--- src/shared/ic_map.svh ---
// register offsets, field positions, reset values and sizes of the controller
`ifndef IC_MAP_SVH
`define IC_MAP_SVH
`define IC_NSRC 8
`define IC_NTRAP 4
`define IC_NCAND 12
`define IC_USER_VEC_BASE 8
`define IC_TRAP_TOP_LVL 4'hf
`define IC_USER_TOP_LVL 4'h7
`define IC_TIMED_DISABLE_INSTR_TOP_LVL 4'h6
`define IC_VEC_MAX 7'h76
`define IC_PRIO_RST 3'h4
`define IC_PRIO_STRIDE 4
`define IC_STACK_DEPTH 8
`define IC_OFF_CTRL1 8'h00
`define IC_OFF_PEND 8'h04
`define IC_OFF_ENABLE 8'h08
`define IC_OFF_GFX_PRIO 8'h0c
`define IC_OFF_PRIO 8'h10
`define IC_OFF_TEST 8'h14
`define IC_OFF_SRL 8'h18
`define IC_OFF_TIMED_DISABLE_INSTR 8'h1c
`define IC_OFF_EVT 8'h20
`define IC_OFF_MASK 8'h24
`define IC_NEST_DIS_BIT 15
`define IC_UNACK_BIT 15
`define IC_VSEL_BIT 13
`define IC_SRL_LVL_LSB 1
`define IC_EVT_TRAP 0
`define IC_EVT_ACK 1
`define IC_EVT_BLOCK 2
`endif

--- src/shared/ic_pkg.sv ---
// types shared by the interrupt controller and its users
package ic_pkg;
	// request presented to the processor core
	typedef struct packed {
		logic valid;
		logic [3:0] level;
		logic [6:0] vector;
	} cpu_req_s;
	typedef logic [2:0] prio_t;
	typedef logic [3:0] level_t;
endpackage

--- src/rtl/priority_interrupt_controller.sv ---
// priority interrupt controller with wishbone register slave
//
// Local design decisions: the Wishbone interface to the registers and the register addresses.
`timescale 1ns/100ps
`include "ic_map.svh"

// Overview of operation
// - each user source has a 3-bit priority, 7 highest, 1 lowest enabled.
// - priority zero disables a source; it never requests.
// - graphics priority sits in bits 2:0, upper bits read zero.
// - reset sets every user source priority to level 4.
// - test bit 15 set while a pending request is blocked by cpu level.
// - test bit 13 selects vector field: highest pending or last acknowledged.
// - test bits 11:8 show the level of the presented request, 0 to 15.
// - test bits 6:0 hold a vector 0 to 118; bit 7 reads zero.
// - a request is taken only when above the current cpu level.
// - pending flags stay set until cleared, so requests repeat after return.
// - return restores the previous cpu level saved on entry.
// - trap flags stay set until cleared; the trap re-enters while set.
// - cpu level 7 masks all user levels; traps sit at levels 12-15 and pass it.
// - timed disable masks levels 1-6 for a period; level 7 stays live.
module priority_interrupt_controller (
	// system
	input wire logic clk_i,
	input wire logic rst_i,
	// wishbone slave
	input wire logic cyc_i,
	input wire logic stb_i,
	input wire logic we_i,
	input wire logic [7:0] adr_i,
	input wire logic [3:0] sel_i,
	input wire logic [31:0] dat_i,
	output logic [31:0] dat_o,
	output logic ack_o,
	// event sources
	input wire logic [`IC_NSRC-1:0] src_event_i,
	input wire logic [`IC_NTRAP-1:0] trap_event_i,
	// processor core
	output ic_pkg::cpu_req_s cpu_req_o,
	input wire logic irq_ack_i,
	input wire logic return_from_irq_instr_i,
	output ic_pkg::level_t cpu_level_o,
	// host interrupt
	output logic irq_o
);
	import ic_pkg::*;

	function automatic logic [31:0] merge(input logic [31:0] old,
		input logic [31:0] nw, input logic [3:0] sel);
		logic [31:0] r;
		r = old;
		for (int b = 0; b < 4; b++) begin
			if (sel[b]) begin
				r[b*8 +: 8] = nw[b*8 +: 8];
			end
		end
		return r;
	endfunction

	// scanning downward with >= lets the lowest index win a tie
	function automatic cpu_req_s pick(input logic [`IC_NCAND-1:0] valid,
		input level_t [`IC_NCAND-1:0] lvl);
		cpu_req_s r;
		r = '0;
		for (int i = `IC_NCAND - 1; i >= 0; i--) begin
			if (valid[i] && lvl[i] >= r.level) begin
				r.valid = 1'b1;
				r.level = lvl[i];
				r.vector = (i < `IC_NTRAP) ? 7'(i) :
					7'(i - `IC_NTRAP + `IC_USER_VEC_BASE);
			end
		end
		return r;
	endfunction

	prio_t [`IC_NSRC-1:0] prio_q, prio_d;
	logic [`IC_NSRC-1:0] pend_q, pend_d, en_q, en_d;
	logic [`IC_NTRAP-1:0] trap_q, trap_d;
	logic nest_dis_q, nest_dis_d, vsel_q, vsel_d, unack_q, unack_d;
	logic [15:0] timed_disable_instr_q, timed_disable_instr_d;
	logic [2:0] evt_q, evt_d, mask_q, mask_d;
	logic [6:0] last_ack_q, last_ack_d;
	level_t lvl_q, lvl_d;
	level_t stk_q [`IC_STACK_DEPTH];
	level_t stk_d [`IC_STACK_DEPTH];
	logic [3:0] sp_q, sp_d;
	cpu_req_s req_q, req_d, hp, win;
	logic ack_q, ack_d;
	logic [31:0] dat_q, dat_d, wdata;
	logic acc, wr, rd, take, pop, timed_disable_instr_on, wr_timed_disable_instr;
	logic [`IC_NCAND-1:0] cand, elig;
	level_t [`IC_NCAND-1:0] cand_lvl;

	assign ack_o = ack_q;
	assign dat_o = dat_q;
	assign cpu_req_o = req_q;
	assign cpu_level_o = lvl_q;
	assign irq_o = |(evt_q & mask_q);

	// a request completes on the edge where ack is already high
	assign acc = cyc_i & stb_i & ack_q;
	assign wr = acc & we_i;
	assign rd = acc & ~we_i;
	assign take = irq_ack_i & req_q.valid;
	assign pop = return_from_irq_instr_i & ~take & (sp_q != 4'h0);
	assign timed_disable_instr_on = timed_disable_instr_q != 16'h0;
	assign wr_timed_disable_instr = wr & (adr_i == `IC_OFF_TIMED_DISABLE_INSTR);

	// candidate table: traps first, then user sources
	always_comb begin
		cand = '0;
		elig = '0;
		cand_lvl = '0;
		for (int k = 0; k < `IC_NTRAP; k++) begin
			cand[k] = trap_q[k];
			cand_lvl[k] = `IC_TRAP_TOP_LVL - 4'(k);
		end
		for (int s = 0; s < `IC_NSRC; s++) begin
			cand[`IC_NTRAP+s] = pend_q[s] & en_q[s] &
				(prio_q[s] != 3'h0);
			cand_lvl[`IC_NTRAP+s] = {1'b0, prio_q[s]};
		end
		for (int c = 0; c < `IC_NCAND; c++) begin
			// traps sit above 7, so a level-7 cpu never blocks them
			elig[c] = cand[c] && cand_lvl[c] > lvl_q;
			if (c >= `IC_NTRAP && timed_disable_instr_on &&
				cand_lvl[c] <= `IC_TIMED_DISABLE_INSTR_TOP_LVL) begin
				elig[c] = 1'b0;
			end
		end
		hp = pick(cand, cand_lvl);
		win = pick(elig, cand_lvl);
	end

	// processor handshake, level stack and capture
	always_comb begin
		lvl_d = lvl_q;
		sp_d = sp_q;
		stk_d = stk_q;
		last_ack_d = last_ack_q;
		if (take) begin
			if (sp_q != 4'(`IC_STACK_DEPTH)) begin
				stk_d[sp_q[2:0]] = lvl_q;
				sp_d = sp_q + 4'h1;
			end
			lvl_d = (nest_dis_q && req_q.level <= `IC_USER_TOP_LVL) ?
				`IC_USER_TOP_LVL : req_q.level;
			last_ack_d = req_q.vector;
		end else if (pop) begin
			sp_d = sp_q - 4'h1;
			lvl_d = stk_q[sp_d[2:0]];
		end else if (wr && adr_i == `IC_OFF_SRL &&
			lvl_q <= `IC_USER_TOP_LVL) begin
			lvl_d = {1'b0, wdata[`IC_SRL_LVL_LSB +: 3]};
		end
		// a stale request is withdrawn on a take, a cpu level change or a timed disable write
		req_d = win;
		if (take || lvl_d != lvl_q || wr_timed_disable_instr) begin
			req_d.valid = 1'b0;
		end
		unack_d = hp.valid && hp.level <= lvl_q;
	end

	// register file
	always_comb begin
		logic [31:0] rv;
		rv = '0;
		prio_d = prio_q;
		pend_d = pend_q;
		en_d = en_q;
		trap_d = trap_q;
		nest_dis_d = nest_dis_q;
		vsel_d = vsel_q;
		mask_d = mask_q;
		timed_disable_instr_d = timed_disable_instr_on ? timed_disable_instr_q - 16'h1 : timed_disable_instr_q;
		wdata = '0;
		case (adr_i)
		`IC_OFF_CTRL1: begin
			rv[`IC_NEST_DIS_BIT] = nest_dis_q;
			rv[`IC_NTRAP-1:0] = trap_q;
		end
		`IC_OFF_PEND: rv[`IC_NSRC-1:0] = pend_q;
		`IC_OFF_ENABLE: rv[`IC_NSRC-1:0] = en_q;
		`IC_OFF_GFX_PRIO: rv[2:0] = prio_q[0];
		`IC_OFF_PRIO: begin
			for (int s = 1; s < `IC_NSRC; s++) begin
				rv[(s-1)*`IC_PRIO_STRIDE +: 3] = prio_q[s];
			end
		end
		`IC_OFF_TEST: begin
			rv[`IC_UNACK_BIT] = unack_q;
			rv[`IC_VSEL_BIT] = vsel_q;
			rv[11:8] = req_q.level;
			rv[6:0] = vsel_q ? hp.vector : last_ack_q;
		end
		`IC_OFF_SRL: rv[`IC_SRL_LVL_LSB +: 3] = lvl_q[2:0];
		`IC_OFF_TIMED_DISABLE_INSTR: rv[15:0] = timed_disable_instr_q;
		`IC_OFF_EVT: rv[2:0] = evt_q;
		`IC_OFF_MASK: rv[2:0] = mask_q;
		default: rv = '0;
		endcase
		wdata = merge(rv, dat_i, sel_i);
		if (wr) begin
			case (adr_i)
			`IC_OFF_CTRL1: begin
				nest_dis_d = wdata[`IC_NEST_DIS_BIT];
				trap_d = wdata[`IC_NTRAP-1:0];
			end
			`IC_OFF_PEND: pend_d = wdata[`IC_NSRC-1:0];
			`IC_OFF_ENABLE: en_d = wdata[`IC_NSRC-1:0];
			`IC_OFF_GFX_PRIO: prio_d[0] = wdata[2:0];
			`IC_OFF_PRIO: begin
				for (int s = 1; s < `IC_NSRC; s++) begin
					prio_d[s] = wdata[(s-1)*`IC_PRIO_STRIDE +: 3];
				end
			end
			`IC_OFF_TEST: vsel_d = wdata[`IC_VSEL_BIT];
			`IC_OFF_TIMED_DISABLE_INSTR: timed_disable_instr_d = wdata[15:0];
			`IC_OFF_MASK: mask_d = wdata[2:0];
			default: ;
			endcase
		end
		// new events win over a software clear in the same cycle
		pend_d = pend_d | src_event_i;
		trap_d = trap_d | trap_event_i;
		// read clears only the bits that the reader actually saw
		evt_d = rd && adr_i == `IC_OFF_EVT ? evt_q & ~dat_q[2:0] : evt_q;
		evt_d[`IC_EVT_TRAP] = evt_d[`IC_EVT_TRAP] | (|trap_event_i);
		evt_d[`IC_EVT_ACK] = evt_d[`IC_EVT_ACK] | take;
		evt_d[`IC_EVT_BLOCK] = evt_d[`IC_EVT_BLOCK] | (unack_d & ~unack_q);
		ack_d = cyc_i & stb_i & ~ack_q;
		dat_d = ack_d ? rv : dat_q;
	end

	always_ff @(posedge clk_i) begin
		if (rst_i) begin
			for (int s = 0; s < `IC_NSRC; s++) begin
				prio_q[s] <= `IC_PRIO_RST;
			end
			pend_q <= '0;
			en_q <= '0;
			trap_q <= '0;
			nest_dis_q <= 1'b0;
			vsel_q <= 1'b0;
			unack_q <= 1'b0;
			timed_disable_instr_q <= '0;
			evt_q <= '0;
			mask_q <= '0;
			last_ack_q <= '0;
			lvl_q <= '0;
			for (int d = 0; d < `IC_STACK_DEPTH; d++) begin
				stk_q[d] <= '0;
			end
			sp_q <= '0;
			req_q <= '0;
			ack_q <= 1'b0;
			dat_q <= '0;
		end else begin
			prio_q <= prio_d;
			pend_q <= pend_d;
			en_q <= en_d;
			trap_q <= trap_d;
			nest_dis_q <= nest_dis_d;
			vsel_q <= vsel_d;
			unack_q <= unack_d;
			timed_disable_instr_q <= timed_disable_instr_d;
			evt_q <= evt_d;
			mask_q <= mask_d;
			last_ack_q <= last_ack_d;
			lvl_q <= lvl_d;
			stk_q <= stk_d;
			sp_q <= sp_d;
			req_q <= req_d;
			ack_q <= ack_d;
			dat_q <= dat_d;
		end
	end

	logic rd_test_start;
	level_t stack_top;
	assign rd_test_start = cyc_i & stb_i & ~ack_q & ~we_i &
		(adr_i == `IC_OFF_TEST);
	assign stack_top = stk_q[3'(sp_q - 4'h1)];
endmodule // priority_interrupt_controller

--- config.mk ---
export PLATFORM = sky130hd
export DESIGN_NAME = priority_interrupt_controller
export DESIGN_NICKNAME = d
export VERILOG_FILES = /design/src/shared/ic_pkg.sv /design/src/rtl/priority_interrupt_controller.sv
export VERILOG_INCLUDE_DIRS = /design/src /design/src/shared
export SDC_FILE = /design/constraint.sdc
export NUM_CORES = 1
export LEC_CHECK = 0
export ABC_AREA = 1
export CAP_MARGIN = 10
export CORE_UTILIZATION = 32
export CTS_CLUSTER_DIAMETER = 80
export DETAILED_ROUTE_END_ITERATION = 16
export DONT_BUFFER_PORTS = 1
export GPL_TIMING_DRIVEN = 0
export PLACE_DENSITY = 0.54
export SKIP_LAST_GASP = 1
export SYNTH_ARGS = -nofsm -noshare
export SYNTH_HDL_FRONTEND = slang
export SYNTH_SLANG_ARGS = --single-unit
--- constraint.sdc ---
create_clock -name clk_i -period 22.6 [get_ports clk_i]
set_clock_uncertainty 0.05 [all_clocks]
set_input_delay 4.52 -clock clk_i [delete_from_list [all_inputs] [get_ports clk_i]]
set_output_delay 4.52 -clock clk_i [all_outputs]
set_load 0.02 [all_outputs]
==> flow_metrics.py, run 1 <==
metrics = {
    "yosys": {
        "synth_cell_types": 44,
        "synth_top_area_cell": "dfxtp_1",
        "synth_cells": 1387,
        "avgSynthCellArea_um2": 6.80,
        "synth-seq-cells": 148,
        "synth.area.top_cells": "dfxtp_1 31%, o21ai_0 9.7%, ha_1 9.1%",
        "yosys_warnings": 0,
        "ys_async_sr_fraction": 0,
        "synth_edf_count": 0,
        "ys_seq_area_frac": 0.314,
        "synth_area_um2": 9440,
        "synthFlopType": "dfxtp_1",
        "synth_top_area_share": 0.314,
    },
    "global_routing": {
        "grt_pass1_wl_um": 53300,
        "grt_util_all_layers": 0.229,
        "grt_pass1_vias": 9300,
        "grt_max_degree": 19,
        "overflow": 0,
        "antenna_found_initial": 2,
    },
    "setup_path": {
        "critPathMostFrequentCell": "nand2_1",
        "path_delay_family": "compound AO/OA/AOI/OAI gates",
        "endpoint_kind": "flop",
        "path_buf_inv": 10,
        "start_kind": "flop",
        "worst-path-max-fanout": 13,
        "criticalPathCategory": "reg2reg",
        "crit_cells": 71,
        "crit_slowest_cell": "nor4_1",
        "slowest_delay_ps": 690,
        "arrival_ps": 12330,
        "ff2ff_setup_slack_ps": 10550,
        "r2r_end": "cpu_req_o[11]$_SDFF_PP0_",
        "cp.required_ps": 22880,
        "r2r_cells": 71,
        "r2r_start": "cpu_level_o[1]$_SDFF_PP0_",
    },
    "placed_design": {
        "place_congestion": 0.927,
        "place_inst": 1781,
        "io_buffers": 0,
        "dpl.hpwl_um": 27000,
    },
    "cells_and_area": {
        "layout.cells.most_common": "nand2_1",
        "post-route-util": 0.367,
        "layout_common_cells": "205 x nand2_1, 188 x inv_1, 182 x o21ai_0",
        "fin_cells": 1815,
        "layout-drive-gt1-share": 0.0651,
        "layout.nets": 1549,
        "area_growth_pct": 12.3,
    },
    "timing": {
        "fmax_mhz": 83.0,
        "setup_viol": 0,
        "min_period_ps": 12050,
        "max_slew_margin": 0.131,
        "rsz0062_at_grt": "false",
        "layout_worst_path_cycle_share": 0.533,
        "worst_pin_slew_ps": 1290,
        "finalHoldViolCount": 0,
        "drv_slew": 0,
        "setup_tns_ps": 0,
    },
    "pwr": {
        "p_comb_frac": 0.330,
        "p_clk_frac": 0.320,
        "p_int_uw": 568,
        "cellLeakagePower_nw": 4.44,
        "seq_power_share": 0.349,
        "p_sw_uw": 370,
        "ir_drop_mv": 0.0568,
        "swShare": 0.394,
        "pwr_density_cell_nw_per_um2": 88.5,
    },
    "floorplan": {
        "initial_core_util": 0.327,
        "rows": 62,
        "die_x_um": 174,
        "fp.dieH_um": 174,
        "die-area_um2": 30200,
        "io_pins": 113,
        "core_um2": 28900,
    },
    "route": {
        "avgViaCountPerCell": 5.29,
        "drc": 0,
        "dr.pass1.iters": 6,
        "antenna_left": 0,
        "wirelength_um": 34400,
        "wl_per_cell_um": 19.0,
        "dr_total_vias": 9607,
        "dr.first_iter.drc_count": 782,
    },
    "clocking": {
        "htreeDepth": 4,
        "postCtsSetupRepairBufs": 0,
        "cts-resized-gates": 0,
        "insertion_delay_ps": 440,
        "cts-root-buf": "clkbuf_16",
        "cts_hold_buf": 0,
        "cts_sinks": 148,
        "clk_pin_slew_ps": 70,
        "cts_tree": "yes",
        "cts_buffers": 17,
        "clk_path_buf_depth": 2,
    },
    "hold_path": {
        "whs_path_depth": 1,
        "worstHoldEndpoint": "evt_q[2]$_SDFF_PP0_",
        "hold_path.startpoint": "unack_q$_SDFF_PP0_",
        "hold_path.class": "reg2reg",
    },
    "outcome": {
        "outcome": "complete, no violations",
    },
    "run": {
        "cap_violations": 0,
    },
}
==> power groups by stage <==
stage | clock network, mW | registers (mW) | logic (mW)
after floorplan | 0 | 0.319 | 0.217
after global placement | 0 | 0.332 | 0.294
after detailed placement | 0 | 0.332 | 0.300
after CTS | 0.301 | 0.327 | 0.303
after global routing | 0.313 | 0.330 | 0.351
final | 0.300 | 0.328 | 0.310
==> metal layers <==
layer | share of wire | routed length (µm) | track usage
met3 | 0.082 | 2820 | 0.0636
met5 | 0 | 0 | 0
met1 | 0.44 | 15100 | 0.289
met2 | 0.45 | 15600 | 0.374
met4 | 0.028 | 950 | 0.0775
==> metrics by stage <==
step | worst slack, ps | instance area (µm²) | hold WS, ps | power (mW)
final | 10550 | 10600 | 402 | 0.938
after global placement | 10220 | 9950 | 388 | 0.627
after global routing | 9300 | 10600 | 420 | 0.994
after detailed placement | 10140 | 9960 | 389 | 0.632
after CTS | 10090 | 10600 | 400 | 0.931
after floorplan | 12950 | 9470 | 373 | 0.535
==> flip-flops by register name, indices dropped and copies added (netlist names), 8 cells and up <==
name                   flops
cand_lvl                  24
cpu_req_o                  9
dat_o                     25
en_q                       8
pend_q                     8
stk_q                     32
timed_disable_instr_q     16
==> final cells by class <==
cell class / count / area [µm²]
fill: 3119 / 18300
multi-input combinational: 993 / 5510
sequential: 148 / 2960
inverter: 198 / 743
tap: 384 / 480
clock buffer: 19 / 453
buffer: 57 / 251
clock inverter: 12 / 156
timing repair buffer: 2 / 30.0
antenna: 2 / 5.00
==> worst max-delay path by stage <==
stage / endpoint / start / slack [ps]
5_1_grt: cpu_req_o[11]$_SDFF_PP0_ / cpu_level_o[1]$_SDFF_PP0_ / 9300
3_5_place_dp: cpu_req_o[11]$_SDFF_PP0_ / cpu_level_o[2]$_SDFF_PP0_ / 10140
3_3_place_gp: cpu_req_o[11]$_SDFF_PP0_ / cpu_level_o[1]$_SDFF_PP0_ / 10220
6_report: cpu_req_o[11]$_SDFF_PP0_ / cpu_level_o[1]$_SDFF_PP0_ / 10550
4_1_cts: cpu_req_o[11]$_SDFF_PP0_ / cpu_level_o[2]$_SDFF_PP0_ / 10090
2_1_floorplan: cpu_req_o[11]$_SDFF_PP0_ / cpu_level_o[1]$_SDFF_PP0_ / 12950
==> logic make-up after synthesis <==
kind of cell | after synthesis | synth area share
adders and majority gates | 69 | 0.0915
buffers and inverters | 255 | 0.105
muxes | 4 | 0.00424
AOI/OAI and AO/OA | 450 | 0.269
and+or+nand+nor | 456 | 0.212
xor gates and xnor gates | 4 | 0.00371
other | 1 | 0.000397
DFF | 148 | 0.314
==> Yosys cell counts (14+ instances only) <==
library cell  number
o21ai_1           14
o21ai_0          182
nor2_1           134
nand2_2           16
a221oi_1          15
inv_1            188
nor3_1            20
a21oi_1          156
o22ai_1           14
ha_1              69
dfxtp_1          148
o211ai_1          19
clkbuf_1          44
nand3_1           50
nand2_1          205
(Power assumes the default switching activity.)
==> inputs of run 2 (changes only) <==
Settings changed: ABC_AREA 1 to 0, PLACE_DENSITY 0.54 to 0.55.
Clock period 22.6 ns to 11 ns, I/O delays scaled along.
==> flow_metrics.py, run 2 <==
metrics = {
    "clocking": {
        "cts_buffers": 17,
        "clk_path_buf_depth": 2,
        "cts_tree": "yes",
        "insertion_delay_ps": 440,
        "clk_pin_slew_ps": 70,
        "cts_sinks": 148,
        "cts-root-buf": "clkbuf_16",
        "htreeDepth": 4,
    },
    "setup_path": {
        "crit_cells": 53,
        "start_kind": "flop",
        "slowest_delay_ps": 370,
        "r2r_cells": 53,
        "crit_slowest_cell": "dfxtp_4",
        "criticalPathCategory": "reg2reg",
        "path_buf_inv": 1,
        "worst-path-max-fanout": 6,
        "endpoint_kind": "flop",
        "cp.required_ps": 11330,
        "critPathMostFrequentCell": "ha_1",
        "path_delay_family": "compound AO/OA/AOI/OAI gates",
        "arrival_ps": 11140,
    },
    "cells_and_area": {
        "fin_cells": 1747,
        "layout.nets": 1468,
        "seqCellArea_um2": 2990,
        "layout_common_cells": "168 x nor2_1, 136 x dfxtp_1, 113 x nand2_1",
        "post-route-util": 0.394,
        "largest_reg_flops": 32,
        "fin_area_um2": 12100,
        "layout-drive-gt1-share": 0.171,
        "area_growth_pct": 21.3,
        "largest-register": "stk_q",
        "multi_input_area_um2": 6970,
        "layout.cells.most_common": "nor2_1",
        "fillCellCount": 3150,
    },
    "placed_design": {
        "place_inst": 1663,
        "dpl.hpwl_um": 28500,
        "placed_area_um2": 10500,
        "io_buffers": 0,
        "post-place-ws_ps": -2630,
        "place_congestion": 0.910,
    },
    "pwr": {
        "ir_drop_mv": 0.113,
        "cellLeakagePower_nw": 4.65,
        "totalPowerFinal_mw": 1.85,
        "pwr_density_cell_nw_per_um2": 154,
    },
    "yosys": {
        "synth_top_area_share": 0.298,
        "synthFlopType": "dfxtp_1",
        "synth_top_area_cell": "dfxtp_1",
        "avgSynthCellArea_um2": 7.90,
        "synth_edf_count": 0,
        "yosys_warnings": 0,
        "synth_cells": 1258,
        "ys_seq_area_frac": 0.298,
        "synth-seq-cells": 148,
        "synth_most_common_cell": "nor2_1",
        "synth_area_um2": 9940,
        "synth.area.top_cells": "dfxtp_1 30%, ha_1 8.7%, nor2_1 6.5%",
        "synthTopCellsByCount": "171 x nor2_1, 148 x dfxtp_1, 115 x nand2_1",
        "synth_cell_types": 85,
        "ys_async_sr_fraction": 0,
    },
    "route": {
        "dr.pass1.iters": 8,
        "wl_per_cell_um": 21.9,
        "wl_met1_um": 16300,
        "wirelength_um": 38300,
        "avgViaCountPerCell": 5.79,
        "top_layer": "met4",
        "wl_met2_um": 17700,
        "route.met3.wl_um": 3390,
        "drc": 0,
        "dr_total_vias": 10100,
        "antenna_left": 0,
        "dr.first_iter.drc_count": 1047,
    },
    "global_routing": {
        "overflow": 0,
        "grt_pass1_vias": 9082,
        "grt_util_all_layers": 0.233,
        "grt_pass1_wl_um": 55400,
        "grt_max_degree": 17,
        "antenna_found_initial": 3,
    },
    "timing": {
        "fmax_mhz": 92.5,
        "rsz0062_at_grt": "true",
        "finalHoldViolCount": 0,
        "drv_slew": 0,
        "fin_ws_ps": 186,
        "layout_worst_path_cycle_share": 0.983,
        "setup_tns_ps": 0,
        "setup_viol": 0,
        "max_slew_margin": 0.0324,
        "worst_pin_slew_ps": 1430,
        "min_period_ps": 10810,
        "holdWs_ps": 412,
    },
    "run": {
        "cap_violations": 0,
    },
    "outcome": {
        "outcome": "complete, no violations",
    },
    "hold_path": {
        "hold_path.class": "reg2reg",
        "whs_path_depth": 2,
    },
    "floorplan": {
        "io_pins": 113,
        "initial_core_util": 0.325,
        "core_um2": 30600,
        "die-area_um2": 31800,
        "die_x_um": 178,
        "fp.dieH_um": 178,
        "rows": 64,
    },
}
-- run 2: cell types whose count changed after synthesis, sizes merged, moves of 29 or more --
cell	previous run	this run
o21ai	196	50
nor2	134	171
mux2i	4	33
a21oi	156	115
inv	197	56
nand2	231	115
-- run 2: power by group --
| part | internal, mW | switching, mW | total (mW) | leakage (nW) |
|---|---|---|---|---|
| Combinational | 0.224 | 0.344 | 0.568 | 3.14 |
| Sequential | 0.587 | 0.0826 | 0.670 | 1.21 |
| Clock | 0.369 | 0.246 | 0.615 | 0.297 |
| Total | 1.18 | 0.673 | 1.85 | 4.65 |
-- run 2: final cells by class --
class | instances | share of cell area
multi-input cells | 985 | 0.578
plain buffers | 75 | 0.0301
well taps | 396 | 0.0411
flip-flops and latches | 148 | 0.248
diodes | 2 | 0.000415
inverters | 58 | 0.0190
clock inverters | 12 | 0.0126
clock buffers | 20 | 0.0379
repair buffers | 51 | 0.0330
-- run 2: final timing paths --
kind / from / endpoint / slack, ps
setup reg to reg: pend_q[7]$_SDFF_PP0_ / evt_q[2]$_SDFF_PP0_ / 190
hold reg to reg: stk_q[30]$_SDFFE_PP0P_ / stk_q[30]$_SDFFE_PP0P_ / 410
setup / recovery: pend_q[7]$_SDFF_PP0_ / evt_q[2]$_SDFF_PP0_ / 190
hold / removal: stk_q[30]$_SDFFE_PP0P_ / stk_q[30]$_SDFFE_PP0P_ / 410
-- run 2: kinds of logic (layout without fill, tap and decap cells) --
kind of cell	after synthesis	count (layout)	synth area share
multiplexers	55	55	0.0706
flip-flops	148	148	0.298
other	1	12	0.000377
XOR/XNOR	18	18	0.0159
adder cells (fa/ha/maj)	70	70	0.0878
AND/OR/NAND/NOR	494	495	0.237
AO/OA/AOI/OAI	337	337	0.234
buffers and inverters	135	216	0.0571
-- run 2: what timing repair did --
action / 4_1_cts / 5_1_grt
setup buffers: 17 / 34
cloned: 0 / 1
gates resized for setup: 58 / 82
pin swaps: 14 / 61
setup endpoints to repair: 41 / 41
hold buffers: 0 / 0
-- run 2: worst reg2reg max path: cells and delay by family (launching register included) --
kind,cells,cell delay (ps)
AOI/OAI and AO/OA,24,4000
adders and majority gates,8,2370
buffers and inverters,1,160
DFF,1,370
muxes,3,1110
and+or+nand+nor,17,2700
-- run 2: layer usage --
metal	GRT usage	vias up
met5	0	-
met4	0.0671	0
met3	0.0475	62
met2	0.378	442
met1	0.312	4884
li1	-	4725
==> inputs of run 3 (changes only) <==
Settings changed: CELL_PAD_IN_SITES_DETAIL_PLACEMENT set to 1, CELL_PAD_IN_SITES_GLOBAL_PLACEMENT set to 1, CORE_ASPECT_RATIO set to 0.9, PLACE_DENSITY 0.55 to 0.68.
==> flow_metrics.py, run 3 (same netlist as run 2, synthesis figures left out) <==
metrics = {
    "cells_and_area": {
        "layout.nets": 1476,
        "layout-drive-gt1-share": 0.189,
        "post-route-util": 0.402,
        "fin_cells": 1761,
        "layout.cells.most_common": "nor2_1",
        "largest-register": "stk_q",
        "largest_reg_flops": 32,
        "fillCellCount": 3590,
        "area_growth_pct": 22.4,
        "layout_common_cells": "167 x nor2_1, 134 x dfxtp_1, 112 x nand2_1",
    },
    "outcome": {
        "outcome": "complete, no violations",
    },
    "setup_path": {
        "cp.required_ps": 11260,
        "worst-path-max-fanout": 10,
        "r2r_end": "cpu_req_o[11]$_SDFF_PP0_",
        "crit_cells": 57,
        "criticalPathCategory": "reg2reg",
        "r2r_start": "timed_disable_instr_q[6]$_SDFF_PP0_",
        "slowest_delay_ps": 550,
        "start_kind": "flop",
        "startpoint": "timed_disable_instr_q[6]$_SDFF_PP0_",
        "ff2ff_setup_slack_ps": 140,
        "path_delay_family": "compound AO/OA/AOI/OAI gates",
        "r2r_cells": 57,
        "endpoint_kind": "flop",
        "cp-endpoint": "cpu_req_o[11]$_SDFF_PP0_",
        "path_buf_inv": 5,
        "arrival_ps": 11120,
        "crit_slowest_cell": "or4_4",
    },
    "hold_path": {
        "hold_path.class": "reg2reg",
    },
    "global_routing": {
        "grt_pass1_wl_um": 61100,
        "antenna_found_initial": 1,
        "grtUsageMet3": 0.0438,
        "grt_max_degree": 17,
        "use_met2": 0.403,
        "top_usage_layer": "met2",
        "grt_pass1_vias": 10100,
        "overflow": 0,
        "grt_util_all_layers": 0.251,
        "met1_usage": 0.340,
    },
    "route": {
        "avgViaCountPerCell": 5.84,
        "drc": 0,
        "dr.first_iter.drc_count": 984,
        "wl_per_cell_um": 23.7,
        "dr.pass1.iters": 5,
        "antenna_left": 0,
        "wirelength_um": 41800,
        "dr_total_vias": 10300,
    },
    "floorplan": {
        "die_x_um": 188,
        "die-area_um2": 31800,
        "rows": 60,
        "fp.dieH_um": 169,
        "io_pins": 113,
        "initial_core_util": 0.329,
        "core_um2": 30300,
    },
    "run": {
        "cap_violations": 0,
    },
    "timing": {
        "drv_slew": 0,
        "fmax_mhz": 92.1,
        "layout_worst_path_cycle_share": 0.987,
        "finalHoldViolCount": 0,
        "setup_viol": 0,
        "worst_pin_slew_ps": 1370,
        "max_slew_margin": 0.0758,
        "setup_tns_ps": 0,
        "min_period_ps": 10860,
    },
    "clocking": {
        "cts_hold_buf": 0,
        "cts-root-buf": "clkbuf_16",
        "clk_path_buf_depth": 2,
        "clk_pin_slew_ps": 70,
        "htreeDepth": 4,
        "insertion_delay_ps": 430,
        "cts_buffers": 17,
        "cts_tree": "yes",
        "cts_sinks": 148,
    },
    "pwr": {
        "ir_drop_mv": 0.119,
        "totalPowerFinal_mw": 1.84,
        "cellLeakagePower_nw": 4.71,
        "pwr_density_cell_nw_per_um2": 151,
    },
    "placed_design": {
        "io_buffers": 0,
        "dpl.hpwl_um": 30600,
        "place_congestion": 0.920,
        "place_inst": 1670,
    },
}
run 3: cell type report:
class	count	area (µm²)	share of cell area
diodes	1	2.50	0.000206
plain buffers	75	373	0.0306
clock buffers	20	467	0.0384
clock inverters	12	96.3	0.00792
inverters	58	231	0.0190
multi-input cells	984	7040	0.578
flip-flops and latches	148	3000	0.246
well taps	403	504	0.0414
repair buffers	60	462	0.0379
run 3: report_power, final:
part,switching [mW],total (mW),internal (mW),leakage (nW)
registers,0.0792,0.666,0.587,1.21
logic,0.367,0.607,0.240,3.23
clock network,0.253,0.564,0.311,0.271
total,0.699,1.84,1.14,4.71
run 3: worst min path at each step:
stage	start	to	cells after the start
6_report	unack_q$_SDFF_PP0_	evt_q[2]$_SDFF_PP0_	1
5_1_grt	unack_q$_SDFF_PP0_	evt_q[2]$_SDFF_PP0_	1
4_1_cts	unack_q$_SDFF_PP0_	evt_q[2]$_SDFF_PP0_	1
3_5_place_dp	stk_q[30]$_SDFFE_PP0P_	stk_q[30]$_SDFFE_PP0P_	2
3_3_place_gp	stk_q[30]$_SDFFE_PP0P_	stk_q[30]$_SDFFE_PP0P_	2
2_1_floorplan	unack_q$_SDFF_PP0_	evt_q[2]$_SDFF_PP0_	1
run 3: worst reg2reg max path, delay by kind of cell (launching register included):
kind / cells / cell delay, ps
AO/OA/AOI/OAI: 28 / 5040
adder cells (fa/ha/maj): 7 / 2060
buffers and inverters: 5 / 760
flip-flops: 1 / 360
AND/OR/NAND/NOR: 17 / 2490
run 3: per-stage QoR:
step                      hold slack, ps  setup WS, ps  cell area, µm²
after floorplan                      374           114           10000
after detailed placement             405         -2810           10500
after global placement               395         -2630           10500
after global routing                 423          -244           12200
final                                396           142           12200
after CTS                            415          37.0           11600
run 3: timing repair:
action | CTS | global route
setup endpoints to repair | 41 | 40
pin swaps | 20 | 66
setup buffers | 29 | 31
resized for setup | 73 | 87
run 3: metal layers:
layer | up-vias | wire (µm)
met5 | - | 0
met1 | 5162 | 18900
met2 | 322 | 19200
met4 | 0 | 1050
met3 | 54 | 2640
li1 | 4742 | -
